[config.mk]
export PLATFORM = sky130hd
export DESIGN_NAME = cpl_link_features
export DESIGN_NICKNAME = d
export VERILOG_FILES = /design/src/cpl_pkg.sv /design/src/cpl_link_features.sv
export SDC_FILE = /design/constraint.sdc
export NUM_CORES = 1
export LEC_CHECK = 0
export ABC_AREA = 0
export ABC_CLOCK_PERIOD_IN_PS = 8100
export BUFFER_PORTS_ARGS = -buffer_cell sky130_fd_sc_hd__buf_2
export CAP_MARGIN = 20
export CELL_PAD_IN_SITES_DETAIL_PLACEMENT = 1
export CELL_PAD_IN_SITES_GLOBAL_PLACEMENT = 1
export CORE_ASPECT_RATIO = 1.4
export CORE_MARGIN = 8
export CORE_UTILIZATION = 50
export CTS_BUF_LIST = sky130_fd_sc_hd__clkbuf_2 sky130_fd_sc_hd__clkbuf_4 sky130_fd_sc_hd__clkbuf_8
export CTS_CLUSTER_DIAMETER = 50
export CTS_CLUSTER_SIZE = 12
export DETAILED_ROUTE_END_ITERATION = 10
export GPL_TIMING_DRIVEN = 1
export MAX_ROUTING_LAYER = met4
export PLACE_DENSITY = 0.94
export SETUP_SLACK_MARGIN = 0.2
export SLEW_MARGIN = 40
export SYNTH_ARGS = -nofsm -noshare
export SYNTH_HDL_FRONTEND = slang
export SYNTH_SLANG_ARGS = --single-unit
[constraint.sdc]
create_clock -name i_clock -period 8.1 [get_ports i_clock]
set_input_delay 1.62 -clock i_clock [delete_from_list [all_inputs] [get_ports i_clock]]
set_output_delay 1.62 -clock i_clock [all_outputs]
set_load 0.05 [all_outputs]
[src/cpl_pkg.sv]
// Purpose: Shared constants for the copper link feature block
// Assumes: 16-bit management registers at 5-bit word addresses
// Notes:   Offsets and field positions are referenced by the design
package cpl_pkg;
   // Register word addresses
   localparam logic [4:0] A_CTRL = 5'h00;
   localparam logic [4:0] A_STAT = 5'h01;
   localparam logic [4:0] A_BYP  = 5'h02;
   localparam logic [4:0] A_AUX  = 5'h03;
   localparam logic [4:0] A_EXTM = 5'h04;
   localparam logic [4:0] A_EEE  = 5'h05;
   localparam logic [4:0] A_EXT3 = 5'h06;
   localparam logic [4:0] A_EXT4 = 5'h07;
   localparam logic [4:0] A_IMSK = 5'h08;
   localparam logic [4:0] A_ISTA = 5'h09;
   localparam logic [4:0] A_WCFG = 5'h0A;
   localparam logic [4:0] A_MAC0 = 5'h0B;
   localparam logic [4:0] A_MAC1 = 5'h0C;
   localparam logic [4:0] A_MAC2 = 5'h0D;
   localparam logic [4:0] A_PWD0 = 5'h0E;
   localparam logic [4:0] A_PWD1 = 5'h0F;
   localparam logic [4:0] A_PWD2 = 5'h10;
   // Field positions
   localparam int B_SPD_MSB  = 6;
   localparam int B_DUPLEX   = 8;
   localparam int B_ANEG     = 12;
   localparam int B_SPD_LSB  = 13;
   localparam int B_LINK     = 2;
   localparam int B_POL_DIS  = 4;
   localparam int B_XO_DIS   = 5;
   localparam int B_FSX_DIS  = 7;
   localparam int B_AUX_POL  = 8;
   localparam int B_AUX_CD   = 12;
   localparam int B_AUX_XO   = 13;
   localparam int B_MXO      = 2;
   localparam int B_LPI_EN   = 0;
   localparam int B_LOWAMP   = 4;
   localparam int B_GIGTEST  = 5;
   localparam int B_DS_STAT  = 1;
   localparam int B_DS_CFG   = 2;
   localparam int B_DS_EN    = 4;
   localparam int B_PD_RES   = 13;
   localparam int B_PD_EN    = 15;
   localparam int B_WAKE     = 6;
   localparam int B_PWD_EN   = 5;
   // Reset values
   localparam logic [15:0] R_CTRL = 16'h1040;
   localparam logic        R_LPI  = 1'h1;
   localparam logic        R_DSEN = 1'h1;
   // Speed codes and detection results
   localparam logic [1:0] SPD_10   = 2'h0;
   localparam logic [1:0] SPD_100  = 2'h1;
   localparam logic [1:0] SPD_1000 = 2'h2;
   localparam logic [1:0] PD_SRCH  = 2'h0;
   localparam logic [1:0] PD_LOOP  = 2'h1;
   localparam logic [1:0] PD_NONE  = 2'h2;
   // Timing and counts
   localparam int         CLK_MHZ    = 50;
   localparam int         PD_WAIT_US = 1000;
   localparam logic [2:0] DS_BASE    = 3'h2;
   localparam logic [2:0] SYNC_FF    = 3'h6;
   localparam logic [2:0] LAST_POS   = 3'h5;
   localparam logic [3:0] LAST_REP   = 4'hF;
   localparam logic [7:0] BYTE_FF    = 8'hFF;
   typedef enum logic [1:0] {PD_IDLE, PD_RUN, PD_POWER, PD_NORMAL} cpl_pd_t;
   typedef enum logic [1:0] {MP_SYNC, MP_MAC, MP_PWD} cpl_mp_t;
endpackage : cpl_pkg

[src/cpl_link_features.sv]
// Purpose: Control and status of copper link features
// Assumes: Line-side detection and negotiation cores outside
// Notes:   Link and loopback levels come from pins and are filtered
// What this block does
// - Forced gigabit test mode without role setup
// - Auto crossover detect at all speeds
// - Polarity fix on each pair independently
// - Crossover and polarity fix on after reset
// - Crossover and polarity results in aux status
// - Crossover detect in forced 10/100 speed
// - Four pair mappings supported
// - Manual field forces straight or crossed
// - Downshift after configured failed gigabit attempts
// - Gigabit partner ends downshift without reset
// - Downshift enable, count, status in ext three
// - Low power idle in 100 and 1000
// - Low amplitude ten mode bit
// - Wake detect enabled by mask, pending status
// - Wake match drives interrupt output
// - Own wake config, password, station address
// - Send special pulses, result 00 searching
// - Looped pulses give result 01
// - Timeout gives 10, disables detect, negotiates
// - Link loss re-enters powered device detection
// - Forced speed and duplex from control
`timescale 1ns/1ps
`default_nettype none
module cpl_link_features
   import cpl_pkg::*;
#(
   parameter int P_PD_WAIT_US  = PD_WAIT_US,
   parameter int P_PD_WAIT_CYC = P_PD_WAIT_US * CLK_MHZ
)(
   input  wire logic        i_clock,
   input  wire logic        i_nrst,
   input  wire logic [4:0]  i_addr,
   input  wire logic [15:0] i_wdata,
   input  wire logic        i_wr,
   input  wire logic        i_rd,
   output logic      [15:0] o_rdata,
   input  wire logic        i_link_up,
   input  wire logic [1:0]  i_an_speed,
   input  wire logic        i_an_duplex,
   input  wire logic        i_mdi_crossed,
   input  wire logic        i_mdi_cd_swap,
   input  wire logic [3:0]  i_pol_inverted,
   input  wire logic        i_gig_fail,
   input  wire logic        i_partner_gig,
   input  wire logic        i_flp_looped,
   input  wire logic        i_rx_start,
   input  wire logic        i_rx_valid,
   input  wire logic [7:0]  i_rx_data,
   output logic             o_crossed,
   output logic             o_cd_swap,
   output logic      [3:0]  o_pol_fix,
   output logic      [1:0]  o_speed,
   output logic             o_full_duplex,
   output logic             o_autoneg_run,
   output logic             o_adv_gig,
   output logic             o_gig_test,
   output logic             o_lpi_allow,
   output logic             o_low_amp_ten,
   output logic             o_pd_flp_send,
   output logic             o_wake
);
   localparam int TW = $clog2(P_PD_WAIT_CYC + 1);
   localparam logic [TW-1:0] PD_LOAD = TW'(P_PD_WAIT_CYC);

   typedef struct packed {
      logic [15:0]   ctrl;
      logic          fsx_dis;
      logic          xo_dis;
      logic          pol_dis;
      logic [1:0]    mxo;
      logic          lpi_en;
      logic          lowamp;
      logic          gigtest;
      logic          ds_en;
      logic [1:0]    ds_cfg;
      logic          ds_stat;
      logic [2:0]    ds_cnt;
      logic          pd_en;
      logic [1:0]    pd_res;
      cpl_pd_t       pd_st;
      logic [TW-1:0] pd_tmr;
      logic          wake_msk;
      logic          wake_pend;
      logic          pwd_en;
      logic [47:0]   mac;
      logic [47:0]   pwd;
      logic [2:0]    link_s;
      logic [2:0]    lb_s;
      logic          link_f;
      logic          lb_f;
      cpl_mp_t       mp;
      logic [2:0]    ff_cnt;
      logic [2:0]    pos;
      logic [3:0]    rep;
      logic          xo;
      logic          cd;
      logic [3:0]    pol;
      logic [1:0]    spd;
      logic          dup;
      logic          gig_o;
      logic [15:0]   rdata;
   } cpl_state_t;

   cpl_state_t q, d;
   logic [1:0] rst_q;
   logic       rst_n;
   logic       mp_hit;
   logic       xo_auto;
   logic [1:0] fspd;

   // Byte i of a 48-bit address, first byte on the wire is the top one
   function automatic logic [7:0] byte_at(input logic [47:0] v, input logic [2:0] i);
      byte_at = v[47 - 8*i -: 8];
   endfunction : byte_at

   // Reset release through two flops; assertion stays asynchronous
   always_ff @(posedge i_clock or negedge i_nrst)
   begin
      if (!i_nrst)
         rst_q <= 2'h0;
      else
         rst_q <= {rst_q[0], 1'b1};
   end
   assign rst_n = rst_q[1];

   assign fspd    = {q.ctrl[B_SPD_MSB], q.ctrl[B_SPD_LSB]};
   // Auto detection runs with negotiation, or forced 10/100 if allowed
   assign xo_auto = !q.xo_dis && (q.ctrl[B_ANEG] || !q.fsx_dis);

   always_comb
   begin
      d      = q;
      mp_hit = 1'b0;
      // Pin filter: a change counts once stages two and three agree
      d.link_s = {q.link_s[1:0], i_link_up};
      d.lb_s   = {q.lb_s[1:0], i_flp_looped};
      if (q.link_s[2] == q.link_s[1])
         d.link_f = q.link_s[2];
      if (q.lb_s[2] == q.lb_s[1])
         d.lb_f = q.lb_s[2];

      // Wiring: manual field wins, else auto result, else straight
      if (q.mxo[1])
         d.xo = q.mxo[0];
      else if (xo_auto)
         d.xo = i_mdi_crossed;
      else
         d.xo = 1'b0;
      // C/D swap covers the two extra mappings of the four
      d.cd  = xo_auto && !q.mxo[1] && i_mdi_cd_swap;
      d.pol = q.pol_dis ? 4'h0 : i_pol_inverted;

      // Resolved speed and duplex
      d.spd   = q.ctrl[B_ANEG] ? i_an_speed : fspd;
      d.dup   = q.ctrl[B_ANEG] ? i_an_duplex : q.ctrl[B_DUPLEX];
      d.gig_o = q.gigtest && !q.ctrl[B_ANEG] && fspd == SPD_1000;

      // Downshift: count failures, a gigabit partner undoes it
      if (i_partner_gig)
      begin
         d.ds_stat = 1'b0;
         d.ds_cnt  = 3'h0;
      end
      else if (q.ds_en && !q.ds_stat && i_gig_fail)
      begin
         if (q.ds_cnt + 3'h1 >= 3'(q.ds_cfg) + DS_BASE)
         begin
            d.ds_stat = 1'b1;
            d.ds_cnt  = 3'h0;
         end
         else
            d.ds_cnt = q.ds_cnt + 3'h1;
      end

      // Powered device detection sequence
      unique case (q.pd_st)
         PD_IDLE:
            if (q.pd_en && q.ctrl[B_ANEG])
            begin
               d.pd_st  = PD_RUN;
               d.pd_res = PD_SRCH;
               d.pd_tmr = PD_LOAD;
            end
         PD_RUN:
            if (q.lb_f)
            begin
               d.pd_st  = PD_POWER;
               d.pd_res = PD_LOOP;
            end
            else if (q.pd_tmr == '0)
            begin
               d.pd_st  = PD_NORMAL;
               d.pd_res = PD_NONE;
               d.pd_en  = 1'b0;
            end
            else
               d.pd_tmr = q.pd_tmr - TW'(1);
         PD_POWER:
            if (q.link_f)
               d.pd_st = PD_NORMAL;
         PD_NORMAL:
            // Only a link that was up and then fell restarts detection
            if (q.link_f && !q.link_s[2] && !q.link_s[1])
            begin
               d.pd_st  = PD_RUN;
               d.pd_en  = 1'b1;
               d.pd_res = PD_SRCH;
               d.pd_tmr = PD_LOAD;
            end
      endcase

      // Magic packet: six FF bytes, address sixteen times, password
      if (i_rx_start)
      begin
         d.mp     = MP_SYNC;
         d.ff_cnt = 3'h0;
      end
      else if (i_rx_valid && q.link_f)
      begin
         unique case (q.mp)
            MP_SYNC:
               if (q.ff_cnt == SYNC_FF && i_rx_data == byte_at(q.mac, 3'h0))
               begin
                  d.mp  = MP_MAC;
                  d.pos = 3'h1;
                  d.rep = 4'h0;
               end
               else if (i_rx_data == BYTE_FF)
                  d.ff_cnt = (q.ff_cnt == SYNC_FF) ? SYNC_FF : q.ff_cnt + 3'h1;
               else
                  d.ff_cnt = 3'h0;
            MP_MAC:
               if (i_rx_data != byte_at(q.mac, q.pos))
               begin
                  d.mp     = MP_SYNC;
                  d.ff_cnt = (i_rx_data == BYTE_FF) ? 3'h1 : 3'h0;
               end
               else if (q.pos != LAST_POS)
                  d.pos = q.pos + 3'h1;
               else if (q.rep != LAST_REP)
               begin
                  d.pos = 3'h0;
                  d.rep = q.rep + 4'h1;
               end
               else
               begin
                  d.pos    = 3'h0;
                  d.mp     = q.pwd_en ? MP_PWD : MP_SYNC;
                  d.ff_cnt = 3'h0;
                  mp_hit   = !q.pwd_en;
               end
            MP_PWD:
            begin
               d.pos = q.pos + 3'h1;
               if (i_rx_data != byte_at(q.pwd, q.pos) || q.pos == LAST_POS)
               begin
                  d.mp     = MP_SYNC;
                  d.ff_cnt = 3'h0;
                  mp_hit   = i_rx_data == byte_at(q.pwd, q.pos);
               end
            end
            default:
               d.mp = MP_SYNC;
         endcase
      end

      // Register writes; hardware-owned bits are not written here
      if (i_wr)
      begin
         unique case (i_addr)
            A_CTRL: d.ctrl = i_wdata;
            A_BYP:
            begin
               d.fsx_dis = i_wdata[B_FSX_DIS];
               d.xo_dis  = i_wdata[B_XO_DIS];
               d.pol_dis = i_wdata[B_POL_DIS];
            end
            A_EXTM: d.mxo = i_wdata[B_MXO +: 2];
            A_EEE:
            begin
               d.lpi_en  = i_wdata[B_LPI_EN];
               d.lowamp  = i_wdata[B_LOWAMP];
               d.gigtest = i_wdata[B_GIGTEST];
            end
            A_EXT3:
            begin
               d.ds_en  = i_wdata[B_DS_EN];
               d.ds_cfg = i_wdata[B_DS_CFG +: 2];
            end
            A_EXT4:
            begin
               // Clearing the enable abandons detection
               d.pd_en = i_wdata[B_PD_EN];
               if (!i_wdata[B_PD_EN])
                  d.pd_st = PD_IDLE;
            end
            A_IMSK: d.wake_msk = i_wdata[B_WAKE];
            A_WCFG: d.pwd_en = i_wdata[B_PWD_EN];
            A_MAC0: d.mac[47:32] = i_wdata;
            A_MAC1: d.mac[31:16] = i_wdata;
            A_MAC2: d.mac[15:0] = i_wdata;
            A_PWD0: d.pwd[47:32] = i_wdata;
            A_PWD1: d.pwd[31:16] = i_wdata;
            A_PWD2: d.pwd[15:0] = i_wdata;
            default: ;
         endcase
      end

      // Reads: data valid the next cycle only, unmapped reads zero
      d.rdata = 16'h0000;
      if (i_rd)
      begin
         unique case (i_addr)
            A_CTRL: d.rdata = q.ctrl;
            A_STAT: d.rdata[B_LINK] = q.link_f;
            A_BYP:
            begin
               d.rdata[B_FSX_DIS] = q.fsx_dis;
               d.rdata[B_XO_DIS]  = q.xo_dis;
               d.rdata[B_POL_DIS] = q.pol_dis;
            end
            A_AUX:
            begin
               d.rdata[B_AUX_XO]       = q.xo;
               d.rdata[B_AUX_CD]       = q.cd;
               d.rdata[B_AUX_POL +: 4] = q.pol;
            end
            A_EXTM: d.rdata[B_MXO +: 2] = q.mxo;
            A_EEE:
            begin
               d.rdata[B_LPI_EN]  = q.lpi_en;
               d.rdata[B_LOWAMP]  = q.lowamp;
               d.rdata[B_GIGTEST] = q.gigtest;
            end
            A_EXT3:
            begin
               d.rdata[B_DS_EN]      = q.ds_en;
               d.rdata[B_DS_CFG +: 2] = q.ds_cfg;
               d.rdata[B_DS_STAT]    = q.ds_stat;
            end
            A_EXT4:
            begin
               d.rdata[B_PD_EN]       = q.pd_en;
               d.rdata[B_PD_RES +: 2] = q.pd_res;
            end
            A_IMSK: d.rdata[B_WAKE] = q.wake_msk;
            A_ISTA: d.rdata[B_WAKE] = q.wake_pend;
            A_WCFG: d.rdata[B_PWD_EN] = q.pwd_en;
            A_MAC0: d.rdata = q.mac[47:32];
            A_MAC1: d.rdata = q.mac[31:16];
            A_MAC2: d.rdata = q.mac[15:0];
            A_PWD0: d.rdata = q.pwd[47:32];
            A_PWD1: d.rdata = q.pwd[31:16];
            A_PWD2: d.rdata = q.pwd[15:0];
            default: d.rdata = 16'h0000;
         endcase
      end

      // Pending clears on read, but a new match in that cycle wins
      if (i_rd && i_addr == A_ISTA)
         d.wake_pend = 1'b0;
      if (mp_hit && q.wake_msk)
         d.wake_pend = 1'b1;
   end

   always_ff @(posedge i_clock or negedge rst_n)
   begin
      if (!rst_n)
      begin
         q        <= '0;
         q.ctrl   <= R_CTRL;
         q.lpi_en <= R_LPI;
         q.ds_en  <= R_DSEN;
         q.pd_st  <= PD_IDLE;
         q.mp     <= MP_SYNC;
      end
      else
         q <= d;
   end

   assign o_rdata       = q.rdata;
   assign o_crossed     = q.xo;
   assign o_cd_swap     = q.cd;
   assign o_pol_fix     = q.pol;
   assign o_speed       = q.spd;
   assign o_full_duplex = q.dup;
   assign o_gig_test    = q.gig_o;
   assign o_adv_gig     = !q.ds_stat;
   // Negotiation pauses only while pulses are being sent
   assign o_autoneg_run = q.ctrl[B_ANEG] && q.pd_st != PD_RUN;
   assign o_pd_flp_send = q.pd_st == PD_RUN;
   // Idle cycling is only offered on a 100 or 1000 link
   assign o_lpi_allow   = q.lpi_en && q.link_f && q.spd != SPD_10;
   assign o_low_amp_ten = q.lowamp;
   assign o_wake        = q.wake_pend && q.wake_msk;
endmodule : cpl_link_features
`default_nettype wire

==> run metrics, run 1 <==
area leader, netlist=dfrtp_1; Synth area leaders=dfrtp_1 (47%), mux2_2 (17%), nand2_1 (2.3%); FFs w/ async S/R, synth=100%; Final Skew=0.0130 ns; gr usage total=27.1%; area share of the largest cell type after synthesis=46.6%; pre-CTS WS=just under 4 ns; vias per cell=between 6 and 7; Critical Path, Cell by Cell=buf_4 > ha_1 > or3_1 > nor2_1 > or4_1 > a2111oi_2 > nand3_1 > o2bb2ai_2 > a21oi_1 > mux2_2; Slew Viols, Final=0; Worst VDD drop=0.184 mV; delay-heaviest family, CP=simple AND/OR/NAND/NOR gates; routed vias=8318; Post-Syn Nets=approximately 990; Crit. Startpoint=q[31]; Slew @ Worst Pin=0.761 ns; Worst-path clk slew=0.11 ns; switching power=0.000943 W; antenna violations before repair=0; CTS resizes=0; Hold Buf Count CTS=0; outcome=complete, no violations; power per cell area=228 nW/um2; unrepaired setup endpoints after global routing=no; layout cell share with drive strength beyond 1=between 30% and 40%; period utilization=47.9%; P_int=0.00165 W; die area=25900 um2; Cell Area, Synth=10500 um2; CTS tree=built; final setup margin=4.22 ns; GP Congestion=0.923; Setup crit end kind=flip-flop; number of fill cells=roughly 2200; setup TNS=0 ns; final wirelength=between 30 and 40 mm; Seq pwr share=between 50 and 60%; r2r startpoint=q[31]; Sink Count=between 150 and 200; Antenna Violating Nets Remaining=0; Syn Area/Cell=roughly 11 um2; register bit total from synthesis=199; Die Wd=138 um; Core Footprint=20600 um2; H-tree Lvls=4; switch share=36.4%; Rel. slew slack=between 40% and 50%; IO Port Bufs=79; Ports=80; Wirelength per Cell=27.5 um; vias in the first global route=roughly 9100; CP max stage cell=a2111oi_2; Combinational Power Share=23.1%; synth warn=0; Hold Crit Class=reg2async; FF-to-FF End=q[33]; WS Path Type=reg2reg; DR iter-0 viols=809; dpl cell area=11000 um2; grt ovf=0; CTS Buf Count=17; area growth from synthesis to layout=8.66%; global-route wire length before repair=between 50 and 60 mm; Skew-Pair Late Insertion Delay=0.50 ns; fmax=258 MHz; leakage power=4.97 nW; Final Cell Area=about 11000 um2; clock share of power=24.4%; critical path arrival=4.27 ns; Critical Path End=q[33]; R2R setup slack=4.22 ns; Syn Inst Count=923; post-layout min period=3.88 ns; type of origin of the critical path=flip-flop; hold slack=~0.22 ns; Final Net Count=1034; Max Cap Violations=0; Die Y=187 um; CP peak stage delay=between 0.5 and 0.6 ns; CP required=about 8.5 ns; DR DRC count=0; # setup viols final=0; initial core utilization=51.0%; postcts setup bufs=0; detailed-router iteration count before antenna repair=7; HPWL Detailed=24.7 mm; row count=62; root buffer cell=clkbuf_8; critical path fanouts, max=26; Yosys cell types=75; pin count of the biggest net entering global routing=63; Stages on worst setup path=10; Antenna Cells=0; Reg2Reg Depth=10; Clock Tree Buf Depth=2; Most used DFF post-synth=dfrtp_1; number of synthesized flops with an enable pin=0; register area share after synthesis=47.6%; WP buf/inv=1; final hold violations=0
-- power groups by stage --
stage                     logic (W)  clock network, W  registers [W]
final                      0.000598          0.000633        0.00136
after global routing       0.000646          0.000680        0.00138
after CTS                  0.000597          0.000646        0.00135
after detailed placement   0.000593                 0        0.00137
after global placement     0.000543                 0        0.00135
after floorplan            0.000420                 0        0.00131
-- metrics by stage --
| stage | util (%) | power (W) | std cells |
|---|---|---|---|
| global route | 55.4 | 0.00270 | 1239 |
| CTS | 55.2 | 0.00259 | 1239 |
| floorplan | - | 0.00173 | 923 |
| detailed placement | 53.4 | 0.00196 | 1207 |
| finish | 55.4 | 0.00259 | 1239 |
| global placement | 53.1 | 0.00189 | 1205 |
-- worst min-delay path by stage --
stage                   from  endpoint  slack, ns  depth (start not counted)
floorplan              d[41]     d[42]       0.33                          0
global placement       d[44]     d[45]       0.33                          0
detailed placement  rst_q[1]    q[192]       0.22                          0
CTS                 rst_q[1]     q[65]       0.23                          0
global route        rst_q[1]     q[65]       0.24                          0
finish              rst_q[1]    q[183]       0.22                          0
-- cell usage in the layout, fill, tap and decap left out, types with 8 or more instances in the layout --
| cell | count |
|---|---|
| a221oi_1 | 19 |
| inv_1 | 20 |
| buf_4 | 12 |
| a222oi_1 | 10 |
| or3_1 | 8 |
| mux2i_1 | 22 |
| a21oi_1 | 27 |
| nand3_1 | 11 |
| ha_1 | 16 |
| mux2_2 | 156 |
| nor2_1 | 47 |
| a22o_1 | 20 |
| buf_2 | 79 |
| xnor2_1 | 14 |
| dfrtp_1 | 193 |
| nand2_1 | 58 |
| a22oi_1 | 25 |
| o21ai_0 | 36 |
| clkbuf_8 | 17 |
| nand2b_1 | 14 |
| nor3_1 | 8 |
| a31oi_1 | 19 |
| o31ai_1 | 11 |
-- Yosys cell counts (3+ instances only) --
| master | number |
|---|---|
| a211oi_1 | 6 |
| mux2i_1 | 22 |
| ha_1 | 16 |
| a21o_1 | 4 |
| nand3b_1 | 3 |
| nor3_1 | 12 |
| or3_1 | 8 |
| nand3_1 | 11 |
| buf_6 | 3 |
| o41ai_1 | 3 |
| and3b_1 | 3 |
| nor2b_1 | 5 |
| and3_1 | 4 |
| a31oi_1 | 19 |
| a22o_1 | 20 |
| nand2_1 | 65 |
| mux2_4 | 3 |
| nor3b_1 | 3 |
| nand2b_1 | 14 |
| inv_1 | 20 |
| a22oi_1 | 25 |
| dfrtp_1 | 195 |
| clkbuf_1 | 32 |
| o21ai_0 | 37 |
| o22a_1 | 7 |
| xnor2_1 | 14 |
| buf_4 | 23 |
| a221oi_1 | 19 |
| a21oi_1 | 27 |
| and2_1 | 4 |
| xor2_1 | 3 |
| dfstp_2 | 4 |
| a222oi_1 | 10 |
| mux2_2 | 156 |
| o22ai_1 | 4 |
| nor2_1 | 47 |
| nand4_1 | 5 |
| or2_2 | 5 |
| buf_1 | 4 |
| o31ai_1 | 11 |
| o32ai_1 | 4 |
-- metal layers --
| metal | global-route usage, % | share of wire [%] | vias up |
|---|---|---|---|
| met5 | - | 0 | - |
| met4 | 16.3 | 6.0 | 0 |
| met3 | 4.93 | 6.4 | 154 |
| met2 | 45.3 | 51 | 412 |
| met1 | 29.6 | 37 | 4236 |
| li1 | - | - | 3516 |
-- flip-flops by register name, summed over array words and instances, names as in the netlist --
signal,flops
o_low_amp_ten,1
rst_q,2
fspd,2
d,4
q,164
o_crossed,1
o_cd_swap,1
o_speed,2
o_full_duplex,1
o_pol_fix,4
o_rdata,16
o_gig_test,1
-- logic make-up after synthesis --
kind of cell | Yosys count | share of synthesized area, %
AO/OA/AOI/OAI | 213 | 14.7
adder cells (fa/ha/maj) | 17 | 2.01
other | 1 | 0.0358
flip-flops | 199 | 47.6
AND/OR/NAND/NOR | 206 | 10.1
buffers and inverters | 87 | 4.54
XOR/XNOR | 17 | 1.42
multiplexers | 183 | 19.6
-- area by class of cell --
| type | instances | area, um2 | area share [%] |
|---|---|---|---|
| timing repair buffer | 95 | 548 | 4.81 |
| clock buffer | 17 | 234 | 2.06 |
| clock inverter | 15 | 153 | 1.34 |
| sequential | 199 | 4990 | 43.8 |
| tap | 256 | 320 | 2.81 |
| inverter | 20 | 75.1 | 0.659 |
| multi-input combinational | 637 | 5060 | 44.5 |
(Power assumes the default switching activity.)
==> run 2: changes to the inputs <==
--- a/config.mk
+++ b/config.mk
@@ -5,22 +5,22 @@
 export SDC_FILE = /design/constraint.sdc
 export NUM_CORES = 1
 export LEC_CHECK = 0
-export ABC_AREA = 0
-export ABC_CLOCK_PERIOD_IN_PS = 8100
+export ABC_AREA = 1
+export ABC_CLOCK_PERIOD_IN_PS = 3800
 export BUFFER_PORTS_ARGS = -buffer_cell sky130_fd_sc_hd__buf_2
 export CAP_MARGIN = 20
 export CELL_PAD_IN_SITES_DETAIL_PLACEMENT = 1
 export CELL_PAD_IN_SITES_GLOBAL_PLACEMENT = 1
 export CORE_ASPECT_RATIO = 1.4
 export CORE_MARGIN = 8
-export CORE_UTILIZATION = 50
+export CORE_UTILIZATION = 47
 export CTS_BUF_LIST = sky130_fd_sc_hd__clkbuf_2 sky130_fd_sc_hd__clkbuf_4 sky130_fd_sc_hd__clkbuf_8
 export CTS_CLUSTER_DIAMETER = 50
 export CTS_CLUSTER_SIZE = 12
 export DETAILED_ROUTE_END_ITERATION = 10
 export GPL_TIMING_DRIVEN = 1
 export MAX_ROUTING_LAYER = met4
-export PLACE_DENSITY = 0.94
+export PLACE_DENSITY = 0.95
 export SETUP_SLACK_MARGIN = 0.2
 export SLEW_MARGIN = 40
 export SYNTH_ARGS = -nofsm -noshare
==> constraint.sdc (replaced) <==
create_clock -name i_clock -period 3.8 [get_ports i_clock]
set_input_delay 0.76 -clock i_clock [delete_from_list [all_inputs] [get_ports i_clock]]
set_output_delay 0.76 -clock i_clock [all_outputs]
set_load 0.05 [all_outputs]
==> run 2 against run 1 <==
Cell area rose by 1.2%. Routed wire length increased by 13%. Sequential power grew 110%. Critical path type unchanged. Fmax up 40%. Clock skew is 0.0067 ns higher. Combinational power rose to 3.6 times the previous value. Final cell count up 41%. Non-clock buffer count is 5 higher. Critical path depth is 3 higher. Global-route usage is 2.7 points higher.
==> run metrics, run 2 <==
postcts setup bufs=0; dpl cell area=11100 um2; area share of the largest cell type after synthesis=about 46%; row count=65; Top reg by flops=q; Most used DFF post-synth=dfrtp_1; CP most frequent cell=nand2_1; Rel. slew slack=46.3%; Die Wd=143 um; unrepaired setup endpoints after global routing=no; period utilization=72.7%; number of fill cells=2836; gr usage total=a little under 30%; # setup viols final=0; Final Net Count=1494; Slew Viols, Final=0; layout cell share with drive strength beyond 1=between 10% and 20%; Critical Path, Cell by Cell=buf_12 > o21ai_0 > nand2_1 > nand2_1 > nand3_1 > nand2_1 > nand2_1 > nor2_1 > nand2_1 > nand2_2 > nand3_2 > nand2_1 > o21ai_1; root buffer cell=clkbuf_8; FFs w/ async S/R, synth=100%; Worst-path clk slew=0.10 ns; Antenna Cells=0; power per cell area=about 550 nW/um2; pin count of the biggest net entering global routing=64; CP peak stage delay=0.57 ns; most common cell in the netlist=nand2_1; area growth from synthesis to layout=8.67%; leakage power=5.75 nW; global-route wire length before repair=a little over 60 mm; synth warn=0; CP max stage cell=dfrtp_2; fmax=362 MHz; final hold violations=0; HPWL Detailed=28.5 mm; critical path arrival=3.15 ns; CP required=4.19 ns; initial core utilization=47.4%; routed vias=10200; Combinational Power Share=33.4%; highest-count cells in the layout ignoring fill and taps=nand2_1 (428), dfrtp_1 (193), o21ai_0 (167); Sink Count=199; Final Cell Area=11500 um2; CTS Buf Count=17; detailed-router iteration count before antenna repair=6; Syn Inst Count=between 1000 and 1500; Antenna Violating Nets Remaining=0; delay-heaviest family, CP=simple AND/OR/NAND/NOR gates; WS Path Type=reg2reg; antenna violations before repair=0; vias in the first global route=11000; Slew @ Worst Pin=0.806 ns; final design utilization=51.5%; Yosys cell types=between 50 and 60; Seq pwr share=between 40% and 50%; P_int=between 0.003 and 0.004 W; Final Power=0.00638 W; Die Y=between 150 and 200 um; Skew-Pair Late Insertion Delay=0.50 ns; register bit total from synthesis=~200; WP buf/inv=1; switching power=about 0.0027 W; number of synthesized flops with an enable pin=0; Clock Tree Buf Depth=2; Syn Area/Cell=7.67 um2; die area=27700 um2; DR DRC count=0; IO Port Bufs=79; max reg flops=approximately 160; Final Skew=about 0.02 ns; pre-CTS WS=about 0.75 ns; final wirelength=38.6 mm; CTS tree=built; critical path fanouts, max=49; area leader, netlist=dfrtp_1; commonest non-fill, non-tap cell in the layout=nand2_1; Synth top cells by count=nand2_1 (431), dfrtp_1 (195), o21ai_0 (167); Synth area leaders=dfrtp_1 (46%), nand2_1 (15%), o21ai_0 (7.9%); Worst VDD drop=0.295 mV; Hold Buf Count CTS=0; vias per cell=5.84; Max Cap Violations=0; CTS resizes=0; final setup margin=1.04 ns; Setup crit end kind=flip-flop; post-layout min period=2.76 ns; type of origin of the critical path=flip-flop; Core Footprint=22400 um2; grt ovf=0; DR iter-0 viols=about 830; Hold Crit Class=in2async; outcome=complete, no violations; register area share after synthesis=47.0%; Cell Area, Synth=between 10000 and 15000 um2; clock share of power=21.1%; switch share=between 40% and 50%; Wirelength per Cell=22.1 um; GP Congestion=between 0.9 and 1; H-tree Lvls=4; setup TNS=0 ns; Post-Syn Nets=1447; Ports=80
[run 2: logic make-up after synthesis]
kind of cell             share of synthesized area [%]
buffers and inverters                             9.96
XOR/XNOR                                         0.743
AO/OA/AOI/OAI                                     15.6
AND/OR/NAND/NOR                                   24.7
other                                           0.0354
adder cells (fa/ha/maj)                           1.98
flip-flops                                        47.0
[run 2: per-layer routing]
metal  GRT usage, %  routed length (um)
met5              -                   0
met4           23.4                3320
met3           5.17                1990
met2           48.1               19100
met1           31.6               14200
[run 2: worst paths after layout]
check | startpoint | end | slack (ns) | cells past startpoint
setup / recovery | q[30] | q[31] | 1.04 | 13
hold / removal | i_nrst | rst_q[0] | 0.03 | 1
setup reg to reg | q[30] | q[31] | 1.04 | 13
hold reg to reg | rst_q[1] | q[188] | 0.25 | 0
max in group asynchronous | rst_q[1] | q[175] | 2.71 | 1
min in group i_clock | d[41] | d[42] | 0.36 | 0
[run 2: final cells by class]
cell class,count,area [um2],area share (%)
Clock inverter,12,111,0.966
Timing Repair Buffer,100,588,5.10
Clock buffer,20,275,2.39
Inverter,161,612,5.31
Tap cell,301,377,3.27
Sequential cell,199,4990,43.3
Multi-Input combinational cell,951,4570,39.7
[run 2: worst reg2reg max path, cell delays in order (launching register included)]
cell,delay (ns)
dfrtp_2,0.57
buf_12,0.25
o21ai_0,0.61
nand2_1,0.14
nand2_1,0.11
nand3_1,0.07
nand2_1,0.07
nand2_1,0.07
nor2_1,0.14
nand2_1,0.15
nand2_2,0.13
nand3_2,0.17
nand2_1,0.12
o21ai_1,0.08
[run 2: stage by stage]
stage | cells | hold slack [ns]
2_1_floorplan | 1383 | 0.331
3_3_place_gp | 1710 | 0.333
3_5_place_dp | 1711 | 0.251
4_1_cts | 1743 | 0.0177
5_1_grt | 1744 | 0.00988
6_report | 1744 | 0.0308
[run 2: power groups by stage]
stage	Clock [W]	Combinational [W]	Sequential, W
2_1_floorplan	0	0.00156	0.00282
4_1_cts	0.00137	0.00213	0.00288
3_3_place_gp	0	0.00198	0.00290
3_5_place_dp	0	0.00210	0.00292
6_report	0.00135	0.00213	0.00290
5_1_grt	0.00145	0.00240	0.00294
